File: config.mk
export PLATFORM = sky130hd
export DESIGN_NAME = diag_bus_edge_irq
export DESIGN_NICKNAME = d
export VERILOG_FILES = /design/src/verilog/diag_irq_pkg.sv /design/src/verilog/diag_bus_edge_irq.sv /design/src/verilog/diag_edge_channel.sv
export SDC_FILE = /design/constraint.sdc
export NUM_CORES = 1
export LEC_CHECK = 0
export BUFFER_PORTS_ARGS = -buffer_cell sky130_fd_sc_hd__buf_2
export CORE_ASPECT_RATIO = 1.25
export CORE_MARGIN = 2
export CORE_UTILIZATION = 51
export DETAILED_ROUTE_END_ITERATION = 6
export GPL_TIMING_DRIVEN = 0
export PLACE_DENSITY = 0.79
export RECOVER_POWER = 50
export SLEW_MARGIN = 20
export SYNTH_ARGS = -nofsm -noshare
export SYNTH_HDL_FRONTEND = slang
export SYNTH_SLANG_ARGS = --single-unit
File: constraint.sdc
create_clock -name ref_clk -period 2.63 [get_ports ref_clk]
set_input_delay 0.526 -clock ref_clk [delete_from_list [all_inputs] [get_ports ref_clk]]
set_output_delay 0.526 -clock ref_clk [all_outputs]
set_load 0.01 [all_outputs]
File: src/verilog/diag_irq_pkg.sv
// Package with register map, field layout and reset values.
package diag_irq_pkg;
    localparam int          data_width     = 32;
    localparam int          addr_width     = 32;
    localparam logic [31:0] ctrl_addr      = 32'h4000_0204;
    localparam logic [31:0] ctrl_reset     = 32'h0000_0000;
    localparam int          num_channels   = 4;
    localparam int          slice_width    = 8;
    localparam int          probe_width    = 8;
    localparam int          flag_pos       = 7;
    localparam int          edge_pos       = 6;
    localparam int          bit_pick_lsb   = 3;
    localparam int          bit_pick_w     = 3;
    localparam int          bus_pick_lsb   = 1;
    localparam int          bus_pick_w     = 2;
    localparam int          enable_pos     = 0;
    localparam logic [1:0]  bus_link0      = 2'h0;
    localparam logic [1:0]  bus_link1      = 2'h1;
    localparam logic [1:0]  bus_rf0        = 2'h2;
    localparam logic [1:0]  bus_rf1        = 2'h3;
    localparam logic        edge_rising    = 1'b0;
endpackage

File: src/verilog/diag_bus_edge_irq.sv
// Top of the diagnostic bus edge interrupt block with its register port.
`timescale 1ns/1ps
// Behaviour
// - Four channels, one byte slice each.
// - Flags read-only, cleared on register read unless their edge comes in that same cycle.
// - Chosen edge sets the channel flag.
// - Edge bit zero rising, one falling.
// - Bit pick selects one of eight.
// - Bus pick selects link0, link1, rf0, rf1.
// - Enabled channel interrupts on flag rise.
module diag_bus_edge_irq
    import diag_irq_pkg::*;
(
    input  wire logic                  ref_clk,
    input  wire logic                  reset_n,
    input  wire logic                  clk_en,
    input  wire logic [addr_width-1:0] addr,
    input  wire logic [data_width-1:0] wdata,
    input  wire logic                  wr_strobe,
    input  wire logic                  rd_strobe,
    output logic      [data_width-1:0] rdata,
    input  wire logic [7:0]            link_probe_bus0,
    input  wire logic [7:0]            link_probe_bus1,
    input  wire logic [7:0]            rf_probe_bus0,
    input  wire logic [7:0]            rf_probe_bus1,
    output logic                       diag_irq
);
    import diag_irq_pkg::*;

    logic [num_channels-1:0] diag_edge_polarity;
    logic [num_channels-1:0] next_edge_polarity;
    logic [2:0]              diag_bit_pick      [num_channels];
    logic [2:0]              next_bit_pick      [num_channels];
    logic [1:0]              diag_bus_pick      [num_channels];
    logic [1:0]              next_bus_pick      [num_channels];
    logic [num_channels-1:0] diag_irq_enable;
    logic [num_channels-1:0] next_irq_enable;
    logic [num_channels-1:0] diag_event_flag;
    logic [num_channels-1:0] flag_rise;
    logic [data_width-1:0]   ctrl_view;
    logic [data_width-1:0]   next_rdata;
    logic                    next_irq;
    logic                    hit_ctrl;
    logic                    flag_clear;

    assign hit_ctrl   = (addr == ctrl_addr);
    assign flag_clear = rd_strobe & hit_ctrl;

    // ---------------------------------------------------------------
    // Channels
    // ---------------------------------------------------------------
    for (genvar ch = 0; ch < num_channels; ch++) begin : g_ch
        diag_edge_channel u_ch (
            .ref_clk            (ref_clk),
            .reset_n            (reset_n),
            .clk_en             (clk_en),
            .link_probe_bus0    (link_probe_bus0),
            .link_probe_bus1    (link_probe_bus1),
            .rf_probe_bus0      (rf_probe_bus0),
            .rf_probe_bus1      (rf_probe_bus1),
            .diag_bus_pick      (diag_bus_pick[ch]),
            .diag_bit_pick      (diag_bit_pick[ch]),
            .diag_edge_polarity (diag_edge_polarity[ch]),
            .flag_clear         (flag_clear),
            .diag_event_flag    (diag_event_flag[ch]),
            .flag_rise          (flag_rise[ch])
        );
    end

    // ---------------------------------------------------------------
    // Register file and interrupt
    // ---------------------------------------------------------------
    always_comb begin
        ctrl_view          = ctrl_reset;
        next_edge_polarity = diag_edge_polarity;
        next_bit_pick      = diag_bit_pick;
        next_bus_pick      = diag_bus_pick;
        next_irq_enable    = diag_irq_enable;
        for (int ch = 0; ch < num_channels; ch++) begin
            // Each channel owns one byte; channel 3 is the top one.
            ctrl_view[ch*slice_width+flag_pos] = diag_event_flag[ch];
            ctrl_view[ch*slice_width+edge_pos] = diag_edge_polarity[ch];
            ctrl_view[ch*slice_width+bit_pick_lsb +: bit_pick_w] =
                diag_bit_pick[ch];
            ctrl_view[ch*slice_width+bus_pick_lsb +: bus_pick_w] =
                diag_bus_pick[ch];
            ctrl_view[ch*slice_width+enable_pos] = diag_irq_enable[ch];
            // The flag bit is not writable, so writes skip it.
            if (wr_strobe && hit_ctrl) begin
                next_edge_polarity[ch] = wdata[ch*slice_width+edge_pos];
                next_bit_pick[ch] =
                    wdata[ch*slice_width+bit_pick_lsb +: bit_pick_w];
                next_bus_pick[ch] =
                    wdata[ch*slice_width+bus_pick_lsb +: bus_pick_w];
                next_irq_enable[ch] = wdata[ch*slice_width+enable_pos];
            end
        end
        // Unmapped reads return zero.
        if (rd_strobe && hit_ctrl) begin
            next_rdata = ctrl_view;
        end else begin
            next_rdata = '0;
        end
        // A one-cycle pulse per cycle with any enabled rise; a level would hide a second event.
        next_irq = |(flag_rise & diag_irq_enable);
    end

    always_ff @(posedge ref_clk or negedge reset_n) begin
        if (!reset_n) begin
            diag_edge_polarity <= '0;
            diag_irq_enable    <= '0;
            for (int ch = 0; ch < num_channels; ch++) begin
                diag_bit_pick[ch] <= '0;
                diag_bus_pick[ch] <= '0;
            end
            rdata    <= '0;
            diag_irq <= 1'b0;
        end else if (clk_en) begin
            diag_edge_polarity <= next_edge_polarity;
            diag_irq_enable    <= next_irq_enable;
            diag_bit_pick      <= next_bit_pick;
            diag_bus_pick      <= next_bus_pick;
            rdata              <= next_rdata;
            diag_irq           <= next_irq;
        end
    end

    // ---------------------------------------------------------------
    // Assertions
    // ---------------------------------------------------------------
    property p_flag_sticky;
        @(posedge ref_clk) disable iff (!reset_n)
        (clk_en && !flag_clear && diag_event_flag[0]) |=> diag_event_flag[0];
    endproperty
    a_flag_sticky: assert property (p_flag_sticky)
        else $error("flag dropped without a read");

    property p_irq_needs_enable;
        @(posedge ref_clk) disable iff (!reset_n)
        diag_irq |-> $past(diag_irq_enable) != '0;
    endproperty
    a_irq_needs_enable: assert property (p_irq_needs_enable)
        else $error("interrupt with no channel enabled");

    property p_irq_on_rise;
        @(posedge ref_clk) disable iff (!reset_n)
        (clk_en && |(flag_rise & diag_irq_enable)) |=> diag_irq;
    endproperty
    a_irq_on_rise: assert property (p_irq_on_rise)
        else $error("enabled flag rise gave no interrupt");

    property p_irq_source;
        @(posedge ref_clk) disable iff (!reset_n)
        $rose(diag_event_flag[1]) && $past(diag_irq_enable[1]) && $past(clk_en)
            |-> diag_irq;
    endproperty
    a_irq_source: assert property (p_irq_source)
        else $error("channel 1 rise missed interrupt");

    property p_read_flag_view;
        @(posedge ref_clk) disable iff (!reset_n)
        (clk_en && flag_clear) |=>
            rdata[flag_pos] == $past(diag_event_flag[0]);
    endproperty
    a_read_flag_view: assert property (p_read_flag_view)
        else $error("read data flag mismatch");

    property p_write_bus_pick;
        @(posedge ref_clk) disable iff (!reset_n)
        (clk_en && wr_strobe && hit_ctrl) |=>
            diag_bus_pick[3] == $past(wdata[26:25]);
    endproperty
    a_write_bus_pick: assert property (p_write_bus_pick)
        else $error("channel 3 bus pick not written");

    property p_write_bit_pick;
        @(posedge ref_clk) disable iff (!reset_n)
        (clk_en && wr_strobe && hit_ctrl) |=>
            diag_bit_pick[0] == $past(wdata[5:3]) &&
            diag_edge_polarity[0] == $past(wdata[6]);
    endproperty
    a_write_bit_pick: assert property (p_write_bit_pick)
        else $error("channel 0 fields not written");

    c_irq: cover property (@(posedge ref_clk) disable iff (!reset_n)
        diag_irq);
    c_clear: cover property (@(posedge ref_clk) disable iff (!reset_n)
        flag_clear && diag_event_flag != '0);
    c_all_flags: cover property (@(posedge ref_clk) disable iff (!reset_n)
        diag_event_flag == 4'hf);
endmodule

File: src/verilog/diag_edge_channel.sv
// One diagnostic edge channel: bus pick, bit pick, edge detect, sticky flag.
`timescale 1ns/1ps
module diag_edge_channel
    import diag_irq_pkg::*;
(
    input  wire logic             ref_clk,
    input  wire logic             reset_n,
    input  wire logic             clk_en,
    input  wire logic [7:0]       link_probe_bus0,
    input  wire logic [7:0]       link_probe_bus1,
    input  wire logic [7:0]       rf_probe_bus0,
    input  wire logic [7:0]       rf_probe_bus1,
    input  wire logic [1:0]       diag_bus_pick,
    input  wire logic [2:0]       diag_bit_pick,
    input  wire logic             diag_edge_polarity,
    input  wire logic             flag_clear,
    output logic                  diag_event_flag,
    output logic                  flag_rise
);
    logic [7:0] picked_bus;
    logic       watched;
    logic       watched_prev;
    logic       hit;
    logic       next_flag;

    // ---------------------------------------------------------------
    // Selection and edge detection
    // ---------------------------------------------------------------
    always_comb begin
        if (diag_bus_pick == bus_link0) begin
            picked_bus = link_probe_bus0;
        end else if (diag_bus_pick == bus_link1) begin
            picked_bus = link_probe_bus1;
        end else if (diag_bus_pick == bus_rf0) begin
            picked_bus = rf_probe_bus0;
        end else begin
            picked_bus = rf_probe_bus1;
        end
        watched = picked_bus[diag_bit_pick];
        if (diag_edge_polarity == edge_rising) begin
            hit = watched & ~watched_prev;
        end else begin
            hit = ~watched & watched_prev;
        end
        // An edge in the clearing cycle wins, so no event is lost.
        if (hit) begin
            next_flag = 1'b1;
        end else if (flag_clear) begin
            next_flag = 1'b0;
        end else begin
            next_flag = diag_event_flag;
        end
    end

    // ---------------------------------------------------------------
    // State
    // ---------------------------------------------------------------
    always_ff @(posedge ref_clk or negedge reset_n) begin
        if (!reset_n) begin
            watched_prev    <= 1'b0;
            diag_event_flag <= 1'b0;
        end else if (clk_en) begin
            watched_prev    <= watched;
            diag_event_flag <= next_flag;
        end
    end

    // Combinational rise of the flag, registered by the top.
    assign flag_rise = next_flag & ~diag_event_flag & clk_en;

    // ---------------------------------------------------------------
    // Assertions
    // ---------------------------------------------------------------
    // Only an edge in the reading cycle may keep the flag, since set wins.
    property p_clear_on_read;
        @(posedge ref_clk) disable iff (!reset_n)
        (clk_en && flag_clear && !hit) |=> !diag_event_flag;
    endproperty
    a_clear_on_read: assert property (p_clear_on_read)
        else $error("flag not cleared by read");
endmodule

Yosys cells after proc, flatten, opt, wreduce, memory -nomap -nowiden
Cells that the tools add are included.

Register bits: 69. Input port bits: 101.

Order comparisons: 4. Equal/unequal tests: 9. Multiplexer cells: 33. Bitwise gates (word level): 30. Reduce and logical (&&, ||, !) cells: 8.

Operators with widths (count): $mux 8 (12); $eq 32x31->1 const B (1); $mux 32 (1); $and 1x1->1 (17); $lt 3x4->1 const B (4); $mux 1 (16); $bmux 1 s3 (4); $not 1->1 (12); $eq 2x1->1 const B (4); $eq 2x2->1 const B (4); $logic_not 2->1 (4); $and 4x4->4 (1); $reduce_or 4->1 (1); $logic_and 1x1->1 (2); $reduce_and 2->1 (1).

Depth between registers and ports, before layout
Depth after elaboration: 14. Mapped depth: 9.

Modules after synthesis
Synthesis repeated with hierarchy kept, for this count alone.

Cell total of the unflattened synthesis: 387. Area total of the unflattened synthesis: 4388.0 µm².

Modules (own cells, without submodules): diag_bus_edge_irq (times used 1, cells an instance 183, area each 2596.2 µm², seq. area each 1526.5 µm²); diag_edge_channel (times used 4, cells an instance 51, area each 447.9 µm², seq. area each 50.0 µm²).

Worst setup path after synthesis
Ideal clock, no wire load.

Path kind: input port to flip-flop. From: in addr[22]. To: reg diag_bit_pick, in the netlist ctrl_view[4]. Arrival time: 2.040 ns. Required time: 2.502 ns. Path slack: 0.462 ns. Stages on the path: 6. Buffers on the path: 1. Path through: or4_1 nor4_1 and4_1 nand2_2 buf_2 mux2_1.

Word-level cells in the longest chain between the ends: 3.

RTL lines: start, declared (RTL line diag_bus_edge_irq.sv:17) `input wire logic [addr_width-1:0] addr,`; $eq 32x31->1 (RTL line diag_bus_edge_irq.sv:46) `assign hit_ctrl = (addr == ctrl_addr);`; $logic_and 1x1->1 (RTL line diag_bus_edge_irq.sv:89) `if (wr_strobe && hit_ctrl) begin`; $reduce_and 2->1 (no source line); end signal, assigned (RTL line diag_bus_edge_irq.sv:121) `diag_bit_pick <= next_bit_pick;`; end, declared (RTL line diag_bus_edge_irq.sv:32) `logic [2:0] diag_bit_pick [num_channels];`.

No other way between the ends. A chain may end at the register's enable or synchronous reset.

Worst setup path after layout
From: reg diag_bus_pick, in the netlist ctrl_view[17]. To: reg diag_irq.

Word-level cells in the longest chain between the ends: 14. Elaborated cells on any way between the ends: 17. Classes of those cells: eq/ne: 2; mux: 7; bitwise: 6; reduce/logical: 2.

RTL lines: start, declared (RTL line diag_bus_edge_irq.sv:34) `logic [1:0] diag_bus_pick [num_channels];`; start signal, assigned (RTL line diag_bus_edge_irq.sv:122) `diag_bus_pick <= next_bus_pick;`; $eq 2x2->1 (RTL line diag_edge_channel.sv:34) `end else if (diag_bus_pick == bus_rf0) begin`; $mux 8 (RTL line diag_edge_channel.sv:34); $mux 8 (RTL line diag_edge_channel.sv:32) `end else if (diag_bus_pick == bus_link1) begin`; $mux 8 * (RTL line diag_edge_channel.sv:30) `if (diag_bus_pick == bus_link0) begin`; $bmux 1 s3 * (RTL line diag_edge_channel.sv:39) `watched = picked_bus[diag_bit_pick];`; $mux 1 (implied by the code) * (RTL line diag_edge_channel.sv:39); $not 1->1 (RTL line diag_edge_channel.sv:43) `hit = ~watched & watched_prev;`; $and 1x1->1 (RTL line diag_edge_channel.sv:43); $mux 1 * (RTL line diag_edge_channel.sv:40) `if (diag_edge_polarity == edge_rising) begin`; $mux 1 * (RTL line diag_edge_channel.sv:46) `if (hit) begin`; $and 1x1->1 * (2 in series) (RTL line diag_edge_channel.sv:69) `assign flag_rise = next_flag & ~diag_event_flag & clk_en;`; $and 4x4->4 * (RTL line diag_bus_edge_irq.sv:105) `next_irq = |(flag_rise & diag_irq_enable);`; $reduce_or 4->1 * (RTL line diag_bus_edge_irq.sv:105); end signal, assigned (RTL line diag_bus_edge_irq.sv:124) `diag_irq <= next_irq;`; end, declared (RTL line diag_bus_edge_irq.sv:26) `output logic diag_irq`.

Mark *: on every way between the ends. The rest lies on a longest branch, timed or not. The select of a mux whose other input is x is not followed.

==> results.json <==
{
  "hold_ws_ns": 0.390,
  "dr.pass1.iters": 5,
  "antenna_found_initial": 0,
  "synth_top_area_share_pct": 44.2,
  "routedWlPerCell_um": 18.8,
  "p_leak_nw": 2.28,
  "post_cts_buffers": 0,
  "fin_nets": 577,
  "clock.fmax_mhz": 416,
  "grt_usage_pct": 27.6,
  "cap_violations": 1,
  "synth.distinct_cells": 48,
  "yosysTopAreaCell": "dfrtp_1",
  "gp_congestion": 0.952,
  "setup_viol": 0,
  "rsz0062_at_grt": "false",
  "numCtsBuffers": 9,
  "finalInstanceArea_mm2": 0.00489,
  "drc_errors": 0,
  "endpoint_kind": "register",
  "cp.required_ns": 2.86,
  "vias": 3391,
  "die_h_um": 102,
  "initial_core_util_pct": 52.8,
  "maxSlewHeadroom_pct": -5.13,
  "postSynthAreaPerCell_um2": 11.7,
  "synth_seq_area_share_pct": 44.2,
  "layout_setup_ws_ns": 0.226,
  "areaGrowthSynthToFinish_pct": 25.3,
  "clock_tree.root_cell": "clkbuf_8",
  "swShare_pct": 24.8,
  "grt_first_pass_wirelength_um": 17100,
  "powerDensity_mw_per_mm2": 465,
  "drt_iter0_markers": 254,
  "critical_path.max_stage_delay_ns": 0.53,
  "dieArea_mm2": 0.00838,
  "p_switching_uw": 564,
  "crit_fanout": 10,
  "cts_tree": "built",
  "synth_seq_cells": 69,
  "path_clk_slew_ns": 0.08,
  "cpMaxStageDelayCell": "mux4_2",
  "period_needed_ns": 2.40,
  "violations": "capacitance limit, slew limit",
  "fin_util_pct": 66.1,
  "worstSetupPathType": "register to register",
  "syn_inst": 335,
  "place_inst": 557,
  "combPwrFrac_pct": 9.2,
  "path_delay_family": "multiplexers",
  "vias_per_cell": 5.92,
  "crit_top_cell": "mux2i_1",
  "power_frac_seq_pct": 47.1,
  "hp-class": "primary input to register",
  "ys_warn_count": 0,
  "placed_cell_area_mm2": 0.00469,
  "io_buffers": 129,
  "cts_resized": 0,
  "netlist_top_cells_area": "dfrtp_1, mux2i_1, mux2_2",
  "hold_start": "wdata[4]",
  "drtAntennaViolNets": 0,
  "hpwl_um": 8290,
  "synth_area_mm2": 0.00391,
  "start_kind": "register",
  "cp.arrival_ns": 2.63,
  "regToRegStartpoint": "ctrl_view[17]",
  "die_w_um": 82.3,
  "power.total_mw": 2.28,
  "grt_max_degree": 44,
  "num_antenna_cells": 0,
  "clk_path_buf_depth": 2,
  "intPower_mw": 1.71,
  "status": "finished, violations left",
  "clock-sinks": 69,
  "io_pins": 134,
  "skew_ns": 0.0136,
  "synthesis.nets": 436,
  "vdd_drop_max_mv": 0.367,
  "critPathLaunch": "ctrl_view[17]",
  "cts-hold-fix-buffers": 0,
  "wirelength_um": 10800,
  "period_share_pct": 91.4,
  "dpl_worst_slack_ns": -0.0621,
  "htree_num_levels": 3,
  "finalHoldViolations": 0,
  "clk_latency_ns": 0.36,
  "pwr-share-clk_pct": 43.7,
  "drive_gt1_share_pct": 37.8,
  "tns_ns": 0,
  "core_area_mm2": 0.00740,
  "slew_viol_final": 27,
  "grt_overflow_total": 0,
  "rows": 35,
  "grt_pass1_vias": 3418,
  "worst_slew_pin_slew_ns": 1.58,
  "fin_cells": 573,
  "cp_cell_sequence": "buf_2 > mux4_2 > mux2i_1 > nor3_1 > nor3_2 > mux2i_1 > o311a_1 > a31oi_1",
  "worst-path-buf-inv": 1
}
==> flip-flops by register name, indices dropped and copies added (netlist names) <==
signal                     count
rdata                         32
g_ch.u_ch.diag_event_flag      4
diag_irq                       1
g_ch.u_ch.watched_prev         4
diag_edge_polarity             4
diag_irq_enable                4
ctrl_view                     20
==> synthesized netlist by cell type, drive strengths merged <==
library cell and instances:
a211oi 2, dfrtp 69, and3 2, and4 1, a21oi 2, nor4b 2, a221oi 3, a22o 33
nand4b 4, nor4 6, o311a 1, or2 1, a22oi 16, nor2 16, mux2i 53, mux4 8
nor2b 6, o21a 1, mux2 28, buf 15, a31oi 3, nor3b 3, o22ai 2, o21ai 3
nand4 4, o2bb2ai 1, or4 1, nand3 2, o211ai 3, inv 6, o2111ai 2, nand2 16
clkbuf 6, and2 4, nand2b 2, nor3 6, o31ai 1, o31a 1
==> cell usage in the layout (no fill, tap or decap), types with 9 or more instances in the layout <==
master    synthesis  layout
buf_2             9     121
mux2_2           27      27
clkbuf_8          0       9
a22oi_1          16      16
dfrtp_1          69      69
mux2i_1          53      53
nand2_1          15      15
nor2_1           16      16
clkbuf_1          5      22
a22o_1           33      33
==> metal layers <==
metal	vias to the layer above	wire (µm)	track usage (%)
met5	-	0	0
met4	0	294	10.8
met3	27	672	5.12
met2	151	5420	45.8
met1	1628	4400	35.3
li1	1585	-	-
==> final cells by class <==
type | instances | area [µm²]
buffer | 21 | 114
clock buffer | 9 | 124
clock inverter | 7 | 104
fill | 645 | 2510
inverter | 6 | 22.5
multi-input combinational | 239 | 2040
sequential | 69 | 1730
tap | 92 | 115
timing repair buffer | 130 | 644
==> path summary, 6_finish.rpt <==
check | endpoint | slack (ns) | cells after the start
max | diag_irq | 0.23 | 8
min | ctrl_view[4] | 0.39 | 2
max reg2reg | diag_irq | 0.23 | 8
min reg2reg | rdata[15] | 0.49 | 1
max in group asynchronous | rdata[21] | 1.15 | 1
min in group asynchronous | ctrl_view[5] | 0.55 | 1
==> cells by family (layout without fill, tap and decap cells) <==
group,count (synthesis),count (layout),synth area share [%]
compound gates,74,74,15.2
buf+inv,27,173,3.49
flops,69,69,44.2
mux,89,89,26.4
simple gates,76,76,10.6
==> power by group through the flow <==
stage / logic, mW / clock network (mW) / registers [mW]
after floorplan: 0.0717 / 0 / 1.09
after global placement: 0.202 / 0 / 1.09
after detailed placement: 0.210 / 0 / 1.09
after CTS: 0.211 / 1.01 / 1.07
after global routing: 0.232 / 1.06 / 1.07
final: 0.209 / 0.994 / 1.07
No activity file was read; power rests on OpenSTA's default activity.
